==> src/hw/irq_agg_pkg.sv <==
// Package: register map, field positions and reset values for the interrupt aggregator.
// Assumes a byte-wide register port driven by the device's local serial slave.
// Contract
// - Drive active-low interrupt from control and status
// - Three sources: receive ports 0, 1, transmit
// - Only source status reads clear pending conditions
// - Flags set regardless of enables
// - Interrupt selectable onto general-purpose pins
// - Output needs source enable and global enable
// - Flag visible while global enable clear
// - Control bit7 global, bit0 port0, bit1 port1
// - Per-port enables at high and low registers
// - Port flag registers read-only mirror status
// - Reading link or camera status clears condition
// - Status bits: 7 global, 4 transmit, 1, 0
// - Low and high flag bit assignments
// - Port registers reached through port paging
package irq_agg_pkg;
    localparam logic [7:0] ADDR_MAIN_CTL = 8'h23;
    localparam logic [7:0] ADDR_MAIN_STS = 8'h24;
    localparam logic [7:0] ADDR_PORT_SEL = 8'h4C;
    localparam logic [7:0] ADDR_LINK_STS1 = 8'h4D;
    localparam logic [7:0] ADDR_LINK_STS2 = 8'h4E;
    localparam logic [7:0] ADDR_CAM_STS = 8'h7A;
    localparam logic [7:0] ADDR_PIN_CTL = 8'h10;
    localparam logic [7:0] ADDR_EN_HI = 8'hD8;
    localparam logic [7:0] ADDR_EN_LO = 8'hD9;
    localparam logic [7:0] ADDR_FLG_HI = 8'hDA;
    localparam logic [7:0] ADDR_FLG_LO = 8'hDB;
    localparam int NUM_PINS = 4;
    localparam int PIN_CTL_W = 2;
    localparam int PIN_FUNC_IRQ = 1;
    localparam int BIT_GLOBAL = 7;
    localparam int BIT_TX = 4;
    localparam int BIT_RX1 = 1;
    localparam int BIT_RX0 = 0;
    localparam int NUM_LO = 7;
    localparam int NUM_HI = 3;
    localparam int LO_CAM_ERR = 3;
    localparam logic [7:0] LO_STS2_MASK = 8'h76;
    localparam logic [7:0] LO_STS1_MASK = 8'h01;
    localparam logic [7:0] LO_CAM_MASK = 8'h08;
    localparam logic [7:0] HI_STS1_MASK = 8'h03;
    localparam logic [7:0] HI_STS2_MASK = 8'h04;
    localparam logic [7:0] RESET_BYTE = 8'h00;
endpackage

==> src/hw/irq_aggregator.sv <==
// Interrupt aggregator: per-port and transmit flags, enables, combined level output.
// Assumes register strobes are one-cycle pulses in the clk_i domain.
`timescale 1ns/1ps
module irq_aggregator (
    input wire logic clk_i, // 50 MHz clock
    input wire logic nrst_i, // Synchronous reset, low
    input wire logic reg_wr_i, // Register write strobe
    input wire logic reg_rd_i, // Register read strobe
    input wire logic [7:0] reg_addr_i, // Register offset
    input wire logic [7:0] reg_wdata_i, // Write data
    output logic [7:0] reg_rdata_o, // Read data, registered
    input wire logic [1:0][irq_agg_pkg::NUM_LO-1:0] lo_event_i, // Low-group events per port
    input wire logic [1:0][irq_agg_pkg::NUM_HI-1:0] hi_event_i, // High-group events per port
    input wire logic tx_irq_i, // Transmit port interrupt level
    input wire logic tx_sts_rd_i, // Transmit status read, for its clear
    output logic interrupt_out_n_o, // Dedicated interrupt, low active
    output logic [irq_agg_pkg::NUM_PINS-1:0] pin_out_o, // Pin data
    output logic [irq_agg_pkg::NUM_PINS-1:0] pin_oe_o // Pin drive enable
);
    import irq_agg_pkg::*;

    function automatic logic [7:0] sts_clear_lo(input logic [7:0] a);
        sts_clear_lo = (a == ADDR_LINK_STS1) ? LO_STS1_MASK :
                       (a == ADDR_LINK_STS2) ? LO_STS2_MASK :
                       (a == ADDR_CAM_STS) ? LO_CAM_MASK : RESET_BYTE;
    endfunction

    function automatic logic [7:0] sts_clear_hi(input logic [7:0] a);
        sts_clear_hi = (a == ADDR_LINK_STS1) ? HI_STS1_MASK :
                       (a == ADDR_LINK_STS2) ? HI_STS2_MASK : RESET_BYTE;
    endfunction

    // Paged read view: port 1 wins when both ports are selected
    function automatic logic [7:0] paged_view(input logic [7:0] sel,
                                              input logic [1:0][7:0] regs);
        paged_view = sel[1] ? regs[1] : regs[0];
    endfunction

    logic [7:0] ctl_reg, ctl_next;
    logic [7:0] sel_reg, sel_next;
    logic [1:0][7:0] en_hi_reg, en_hi_next;
    logic [1:0][7:0] en_lo_reg, en_lo_next;
    logic [1:0][7:0] fl_hi_reg, fl_hi_next;
    logic [1:0][7:0] fl_lo_reg, fl_lo_next;
    logic [1:0][7:0] lo_meta_reg, lo_meta_next, lo_sync_reg, lo_sync_next;
    logic [1:0][7:0] hi_meta_reg, hi_meta_next, hi_sync_reg, hi_sync_next;
    logic [2:0] tx_sync_reg, tx_sync_next;
    logic tx_flag_reg, tx_flag_next;
    logic [NUM_PINS-1:0][PIN_CTL_W-1:0] pin_reg, pin_next;
    logic [7:0] rdata_next, sts_view;
    logic [1:0] port_pend;
    logic irq_next;
    logic irq_n_next;
    logic [NUM_PINS-1:0] pin_out_next, pin_oe_next;

    // Two-stage synchronisers: the second stage feeds the port flags; transmit takes stages two and three
    always_comb begin
        for (int p = 0; p < 2; p++) begin
            lo_meta_next[p] = {1'b0, lo_event_i[p]};
            hi_meta_next[p] = {5'h00, hi_event_i[p]};
        end
        lo_sync_next = lo_meta_reg;
        hi_sync_next = hi_meta_reg;
        tx_sync_next = {tx_sync_reg[1:0], tx_irq_i};
    end

    always_ff @(posedge clk_i) begin
        if (!nrst_i) begin
            lo_meta_reg <= '0;
            lo_sync_reg <= '0;
            hi_meta_reg <= '0;
            hi_sync_reg <= '0;
            tx_sync_reg <= '0;
        end else begin
            lo_meta_reg <= lo_meta_next;
            lo_sync_reg <= lo_sync_next;
            hi_meta_reg <= hi_meta_next;
            hi_sync_reg <= hi_sync_next;
            tx_sync_reg <= tx_sync_next;
        end
    end

    // Control, paging and enable registers
    always_comb begin
        ctl_next = ctl_reg;
        sel_next = sel_reg;
        en_hi_next = en_hi_reg;
        en_lo_next = en_lo_reg;
        pin_next = pin_reg;
        // Writes never touch flags
        if (reg_wr_i) begin
            case (reg_addr_i)
                ADDR_MAIN_CTL: ctl_next = reg_wdata_i;
                ADDR_PORT_SEL: sel_next = reg_wdata_i;
                ADDR_PIN_CTL: pin_next = reg_wdata_i;
                ADDR_EN_HI: begin
                    for (int p = 0; p < 2; p++) begin
                        if (sel_reg[p]) en_hi_next[p] = reg_wdata_i;
                    end
                end
                ADDR_EN_LO: begin
                    for (int p = 0; p < 2; p++) begin
                        if (sel_reg[p]) en_lo_next[p] = reg_wdata_i;
                    end
                end
                default: ;
            endcase
        end
    end

    always_ff @(posedge clk_i) begin
        if (!nrst_i) begin
            ctl_reg <= RESET_BYTE;
            sel_reg <= RESET_BYTE;
            en_hi_reg <= '0;
            en_lo_reg <= '0;
            pin_reg <= '0;
        end else begin
            ctl_reg <= ctl_next;
            sel_reg <= sel_next;
            en_hi_reg <= en_hi_next;
            en_lo_reg <= en_lo_next;
            pin_reg <= pin_next;
        end
    end

    // Per-port flag latches: the paged status read clears, a same-cycle event re-sets
    for (genvar gp = 0; gp < 2; gp++) begin : g_port
        always_comb begin
            fl_lo_next[gp] = fl_lo_reg[gp];
            fl_hi_next[gp] = fl_hi_reg[gp];
            if (reg_rd_i && sel_reg[gp]) begin
                fl_lo_next[gp] = fl_lo_reg[gp] & ~sts_clear_lo(reg_addr_i);
                fl_hi_next[gp] = fl_hi_reg[gp] & ~sts_clear_hi(reg_addr_i);
            end
            fl_lo_next[gp] = fl_lo_next[gp] | lo_sync_reg[gp];
            fl_hi_next[gp] = fl_hi_next[gp] | hi_sync_reg[gp];
        end

        always_ff @(posedge clk_i) begin
            if (!nrst_i) begin
                fl_lo_reg[gp] <= RESET_BYTE;
                fl_hi_reg[gp] <= RESET_BYTE;
            end else begin
                fl_lo_reg[gp] <= fl_lo_next[gp];
                fl_hi_reg[gp] <= fl_hi_next[gp];
            end
        end

        // A port is pending only through its own enabled conditions
        assign port_pend[gp] = |(fl_lo_reg[gp] & en_lo_reg[gp]) |
                               |(fl_hi_reg[gp] & en_hi_reg[gp]);
    end

    // Transmit source flag, set on a rising level
    always_comb begin
        tx_flag_next = tx_flag_reg;
        if (tx_sts_rd_i) tx_flag_next = 1'b0;
        if (tx_sync_reg[1] && !tx_sync_reg[2]) tx_flag_next = 1'b1;
    end

    always_ff @(posedge clk_i) begin
        if (!nrst_i) begin
            tx_flag_reg <= 1'b0;
        end else begin
            tx_flag_reg <= tx_flag_next;
        end
    end

    // Status view, interrupt level, pin drive and read data
    always_comb begin
        sts_view = RESET_BYTE;
        sts_view[BIT_RX0] = port_pend[0];
        sts_view[BIT_RX1] = port_pend[1];
        sts_view[BIT_TX] = tx_flag_reg;
        sts_view[BIT_GLOBAL] = (port_pend[0] & ctl_reg[BIT_RX0]) |
                               (port_pend[1] & ctl_reg[BIT_RX1]) |
                               (tx_flag_reg & ctl_reg[BIT_TX]);
        irq_next = sts_view[BIT_GLOBAL] & ctl_reg[BIT_GLOBAL];
        irq_n_next = ~irq_next;
        for (int i = 0; i < NUM_PINS; i++) begin
            // Open-drain style: drive low while interrupt active, only on pins set to the interrupt function
            pin_out_next[i] = 1'b0;
            pin_oe_next[i] = (pin_reg[i] == PIN_CTL_W'(PIN_FUNC_IRQ)) && irq_next;
        end
        case (reg_addr_i)
            ADDR_MAIN_CTL: rdata_next = ctl_reg;
            ADDR_MAIN_STS: rdata_next = sts_view;
            ADDR_PORT_SEL: rdata_next = sel_reg;
            ADDR_PIN_CTL: rdata_next = pin_reg;
            ADDR_EN_HI: rdata_next = paged_view(sel_reg, en_hi_reg);
            ADDR_EN_LO: rdata_next = paged_view(sel_reg, en_lo_reg);
            ADDR_FLG_HI: rdata_next = paged_view(sel_reg, fl_hi_reg);
            ADDR_FLG_LO: rdata_next = paged_view(sel_reg, fl_lo_reg);
            default: rdata_next = RESET_BYTE;
        endcase
    end

    always_ff @(posedge clk_i) begin
        if (!nrst_i) begin
            reg_rdata_o <= RESET_BYTE;
            interrupt_out_n_o <= 1'b1;
            pin_out_o <= '0;
            pin_oe_o <= '0;
        end else begin
            reg_rdata_o <= rdata_next;
            interrupt_out_n_o <= irq_n_next;
            pin_out_o <= pin_out_next;
            pin_oe_o <= pin_oe_next;
        end
    end
endmodule // irq_aggregator

==> config.mk <==
export PLATFORM = sky130hd
export DESIGN_NAME = irq_aggregator
export DESIGN_NICKNAME = d
export VERILOG_FILES = /design/src/hw/irq_agg_pkg.sv /design/src/hw/irq_aggregator.sv
export SDC_FILE = /design/constraint.sdc
export NUM_CORES = 1
export LEC_CHECK = 0
export BUFFER_PORTS_ARGS = -buffer_cell sky130_fd_sc_hd__buf_2
export CORE_ASPECT_RATIO = 2
export CORE_MARGIN = 3
export CORE_UTILIZATION = 40
export CTS_CLUSTER_SIZE = 20
export DETAILED_ROUTE_END_ITERATION = 7
export PLACE_DENSITY_LB_ADDON = 0.08
export SYNTH_ARGS = -nofsm -noshare
export SYNTH_HDL_FRONTEND = slang
export SYNTH_SLANG_ARGS = --single-unit
==> constraint.sdc <==
create_clock -name clk_i -period 1.55 [get_ports clk_i]
set_input_delay 0.0775 -clock clk_i [delete_from_list [all_inputs] [get_ports clk_i]]
set_output_delay 0.0775 -clock clk_i [all_outputs]
set_load 0.03 [all_outputs]
==> results.json, run 1 <==
{
  "status": "complete, but fails checks",
  "violations": "setup timing",
  "required_ns": 1.86,
  "syn_avg_cell_area_sq_um": 9.98,
  "async_reset_ff_share_pct": 0,
  "rsz0062_at_grt": "yes",
  "initial_core_util_pct": 41.5,
  "crit_chain": "a22o_1, a221oi_2, buf_4, a41o_1, nand3_2, a31o_1",
  "cts_buffers": 17,
  "synth-seq-cells": 133,
  "finalHoldViolCount": 0,
  "postRouteWirelength_mm": 13.9,
  "port_buffers": 54,
  "power_density_nw_per_um2": 1190,
  "gr-usage-met1_pct": 20.4,
  "root_buffer": "clkbuf_16",
  "synth_top_area_share_pct": 50.5,
  "cp.arrival_ns": 1.88,
  "synth_top_cell_by_area": "dfxtp_1",
  "power_leakage_uw": 0.00268,
  "netlist_area_sq_um": 5270,
  "multiInputGateArea_sq_um": 2490,
  "drcViolationCount": 0,
  "synth-xor-area-share_pct": 0,
  "ys_seq_area_share_pct": 50.5,
  "cap_violations": 0,
  "muxShareOfSynthArea_pct": 9.86,
  "n_antenna_cell": 0,
  "grt_antenna_before_repair": 0,
  "cts_sinks": 133,
  "place_hpwl_mm": 10.2,
  "rows": 58,
  "clock_path_buffers": 2,
  "synthFlopType": "dfxtp_1",
  "grt_use_met2_pct": 37.3,
  "worst_skew_pair.late_latency_ns": 0.42,
  "dieHeight_um": 168,
  "die-area_sq_um": 14700,
  "r2r_slack_ns": -0.02,
  "ioPinCount": 59,
  "use_met3_pct": 5.14,
  "path_max_fanout": 2,
  "placed_area_sq_um": 6090,
  "ant_nets": 0,
  "synth_compound_area_share_pct": 13.2,
  "grt_pass1_vias": 4282,
  "drive_gt1_share_pct": 24.6,
  "slowest_delay_ns": 0.32,
  "critical_path_class": "reg -> reg",
  "dr.pass1.iters": 4,
  "synth.area.top_cells": "dfxtp_1 (51%), mux2i_1 (6.7%), nor2b_1 (5.3%)",
  "holdCritPathClass": "in -> reg",
  "busiest_layer": "met2",
  "syn2layout_area_growth_pct": 34.0,
  "critPathLaunchType": "flop",
  "instances_no_fill": 820,
  "cts_tree": "done",
  "place_congestion": 0.892,
  "worst_clock_skew_ns": 0.00841,
  "yosysWarnings": 0,
  "synth.distinct_cells": 50,
  "grtUsageTotal_pct": 20.3,
  "first_iter_violations": 220,
  "setup_slack_ns": -0.0161,
  "synth_top_family_by_area": "simple AND/OR/NAND/NOR gates",
  "coreArea_sq_um": 12700,
  "clkTransAtPathRegs_ns": 0.06,
  "synth_edf_count": 0,
  "nets": 699,
  "fmax_ghz": 0.639,
  "fin_area_sq_um": 7060,
  "fp.dieW_um": 87.1,
  "post_drt_wl_per_cell_um": 16.9,
  "grt_overflow_total": 0,
  "endpoint_kind": "flop",
  "critPathTopFamily": "compound AO/OA/AOI/OAI gates",
  "path_buf_inv": 1,
  "slew_violations": 0,
  "grt_first_pass_wirelength_mm": 22.5,
  "slowest_stage": "dfxtp_2",
  "synthAdderAreaFrac_pct": 0,
  "vias": 4161,
  "htreeDepth": 4,
  "final_cell_mix": "dfxtp_1 (130), nand2_1 (68), buf_2 (54), nor2b_1 (45)",
  "viasPerCell": 5.07,
  "grt_start_max_net_pins": 88,
  "syn_inst": 528,
  "power_uw": 8390,
  "fillers": 1129,
  "layout_commonest_cell": "dfxtp_1",
  "finalSetupViolCount": 4,
  "period_share_pct": 101,
  "vdd_drop_max_mv": 0.833,
  "yosys.area_share.simple_pct": 23.5,
  "regArea_sq_um": 2670,
  "dp_cells": 758,
  "final.min_clock_period_ns": 1.57
}
repair_timing:
action | 4_1_cts | 5_1_grt
endpoints found under the setup margin | 16 | 6
gates resized for setup | 5 | 1
buffers inserted | 0 | 1
hold buffers | 29 | 0
pin swaps | 3 | 1
hold endpoints to repair | 42 | 0
kinds of logic after synthesis:
family / Yosys count
buffers and inverters: 33
muxes: 43
AOI/OAI and AO/OA: 97
DFF: 133
and+or+nand+nor: 221
other: 1
routing by layer:
metal,wire length [um],up-vias
li1,-,2091
met1,4940,1930
met2,7840,107
met3,518,33
met4,558,0
met5,0,-
cell usage after synthesis (3+ instances only):
cell,n
a21boi_0,10
dfxtp_1,133
nand3_1,28
a21oi_1,25
and2_1,44
mux4_2,7
o21ai_0,3
nand2_1,68
buf_4,5
a221oi_1,4
nand2b_1,3
a31oi_1,7
nor2b_1,45
nor3b_1,4
buf_2,7
a22oi_1,13
inv_1,5
nor2_1,6
mux2i_1,35
and3_1,3
clkbuf_1,15
a21boi_1,22
a22o_1,3
metrics by stage:
stage / worst slack (ns) / setup TNS, ns / utilization, % / hold WS, ns
2_1_floorplan: 0.159 / 0 / - / 0.205
3_3_place_gp: -0.140 / -3.47 / 48.0 / 0.283
3_5_place_dp: -0.164 / -5.59 / 48.0 / 0.287
4_1_cts: -0.0110 / -0.0110 / 55.5 / 0.00655
5_1_grt: -0.0953 / -0.362 / 55.6 / 0.0233
6_report: -0.0161 / -0.0183 / 55.6 / 0.0230
area by class of cell:
type	count	share of cell area (%)
well taps	150	2.66
multi-input cells	365	35.2
clock buffers	19	6.13
repair buffers	135	14.9
inverters	5	0.266
flip-flops and latches	133	37.8
clock inverters	13	3.08
report_power, final:
part	internal (uW)	switching [uW]	total, uW
logic	223	194	416
registers	3500	39.0	3540
clock network	2880	1550	4430
total	6600	1780	8390
path summary, 6_finish.rpt:
check,start,end,depth (start not counted)
hold reg to reg,lo_meta_reg[6],lo_sync_reg[6],1
setup / recovery,en_lo_reg[13],reg_rdata_o[7],6
setup reg to reg,en_lo_reg[13],reg_rdata_o[7],6
hold / removal,reg_wdata_i[2],en_hi_reg[10],3
worst reg2reg max path, cell delays in order, from the launching register on:
cell and delay [ns]:
dfxtp_2 0.32, a22o_1 0.24, a221oi_2 0.18, buf_4 0.17, a41o_1 0.21, nand3_2 0.11
a31o_1 0.23
Note: power is estimated with default switching activity, not from simulation.
==> inputs of run 2 (changes only) <==
PLACE_DENSITY = 0.68   (was default)
PLACE_DENSITY_LB_ADDON = default   (was 0.08)
==> run 2 against run 1 <==
  * The flow still finishes with violations (setup timing)
  * Clock skew fell by 0.0028 ns
  * Sequential cell count did not move
  * Worst hold slack worse by 0.0093 ns
  * Maximum frequency is 1.4% lower
  * Sequential power is essentially flat
  * Global-route usage shrank 0.87 points
  * Power shrank 7.7%
  * Critical path depth stayed put
  * Design area is 2.4% lower
  * Worst setup slack got worse by 0.022 ns
  * Clock power fell by 14%
  * Final cell count fell by 1.1%
  * Critical endpoint unchanged
==> results.json, run 2 (same netlist as run 1, synthesis figures left out) <==
{
  "status": "complete, but fails checks",
  "violations": "setup timing",
  "regArea_sq_um": 2670,
  "grt_antenna_before_repair": 0,
  "die-area_sq_um": 14700,
  "drive_gt1_share_pct": 23.8,
  "power_leakage_uw": 0.00261,
  "power_density_nw_per_um2": 1120,
  "fp.dieW_um": 87.1,
  "instances_no_fill": 811,
  "setup_slack_ns": -0.0377,
  "post_drt_wl_per_cell_um": 16.8,
  "finalHoldViolCount": 0,
  "drcViolationCount": 0,
  "port_buffers": 54,
  "first_iter_violations": 249,
  "finalSetupViolCount": 2,
  "grt_start_max_net_pins": 89,
  "endpoint_kind": "flop",
  "place_hpwl_mm": 9.97,
  "ioPinCount": 59,
  "vdd_drop_max_mv": 0.996,
  "htreeDepth": 4,
  "fillers": 1086,
  "postRouteWirelength_mm": 13.6,
  "n_antenna_cell": 0,
  "cp.arrival_ns": 1.89,
  "dieHeight_um": 168,
  "initial_core_util_pct": 41.5,
  "fin_area_sq_um": 6890,
  "grt_overflow_total": 0,
  "final.min_clock_period_ns": 1.59,
  "layout_commonest_cell": "dfxtp_1",
  "setup_tns_ns": -0.0408,
  "nets": 693,
  "viasPerCell": 5.31,
  "holdCritPathClass": "in -> reg",
  "critical_path_class": "reg -> reg",
  "dr.pass1.iters": 6,
  "grtUsageTotal_pct": 19.4,
  "clkTransAtPathRegs_ns": 0.05,
  "worst_clock_skew_ns": 0.00560,
  "slew_violations": 0,
  "final_cell_mix": "dfxtp_1 (131), nand2_1 (68), buf_2 (54), nor2b_1 (45)",
  "fmax_ghz": 0.630,
  "hold_ws_ns": 0.0137,
  "required_ns": 1.85,
  "critPathLaunchType": "flop",
  "period_share_pct": 102,
  "rows": 58,
  "clock_path_buffers": 2,
  "cts_tree": "done",
  "coreArea_sq_um": 12700,
  "placed_area_sq_um": 6060,
  "cts_sinks": 133,
  "vias": 4308,
  "worst_skew_pair.late_latency_ns": 0.41,
  "grt_pass1_vias": 4465,
  "path_max_fanout": 2,
  "grt_first_pass_wirelength_mm": 21.7,
  "multiInputGateArea_sq_um": 2490,
  "dp_cells": 757,
  "ant_nets": 0,
  "cts_buffers": 17,
  "syn2layout_area_growth_pct": 30.9,
  "root_buffer": "clkbuf_16",
  "place_congestion": 0.945,
  "cap_violations": 0,
  "rsz0062_at_grt": "yes"
}
-- run 2: cell count changes in the layout (fill, tap and decap cells not counted), sizes merged --
cell / previous run / this run
buf: 106 / 104
inv: 10 / 5
clkbuf: 19 / 25
clkinvlp: 2 / 1
dlygate4sd3: 29 / 25
bufinv: 5 / 2
-- run 2: repair_timing --
item	4_1_cts	5_1_grt
hold buffers	25	0
resized for setup	2	4
hold endpoints to repair	31	0
setup buffers	0	0
setup endpoints to repair	2	8
pin swaps	1	0
-- run 2: final cells by class --
class,instances,area share [%]
sequential,133,38.7
multi-input combinational,365,36.2
timing repair buffer,129,14.1
clock buffer,25,7.04
tap,150,2.72
clock inverter,4,1.05
inverter,5,0.272
-- run 2: path summary, 6_finish.rpt --
path	endpoint	slack [ns]	startpoint	depth (start not counted)
max	reg_rdata_o[7]	-0.04	fl_lo_reg[13]	6
min	en_hi_reg[3]	0.01	reg_wdata_i[3]	3
max reg2reg	reg_rdata_o[7]	-0.04	fl_lo_reg[13]	6
min reg2reg	lo_sync_reg[0]	0.43	lo_meta_reg[0]	1
-- run 2: power by group --
group,switching (uW),internal [uW]
Combinational,193,214
Sequential,38.8,3500
Clock,1330,2460
Total,1560,6180
-- run 2: critical path: stages (launching register included) --
cell and delay (ns):
dfxtp_2 0.32, a22o_1 0.23, a221oi_2 0.18, buf_4 0.17, a41o_1 0.23, nand3_2 0.12, a31o_1 0.23
-- run 2: metrics by stage --
stage | power (uW) | setup slack, ns | util (%)
floorplan | 3800 | 0.159 | -
global placement | 3960 | -0.177 | 47.7
detailed placement | 3970 | -0.215 | 47.7
CTS | 7790 | -0.00138 | 54.2
global route | 7970 | -0.0861 | 54.3
finish | 7740 | -0.0377 | 54.3
-- run 2: layer usage --
metal	up-vias	global-route usage [%]	wire length, um
li1	2074	-	-
met1	2018	17.4	4600
met2	150	35.2	7420
met3	66	4.06	568
met4	0	16.3	1010
met5	-	0	0
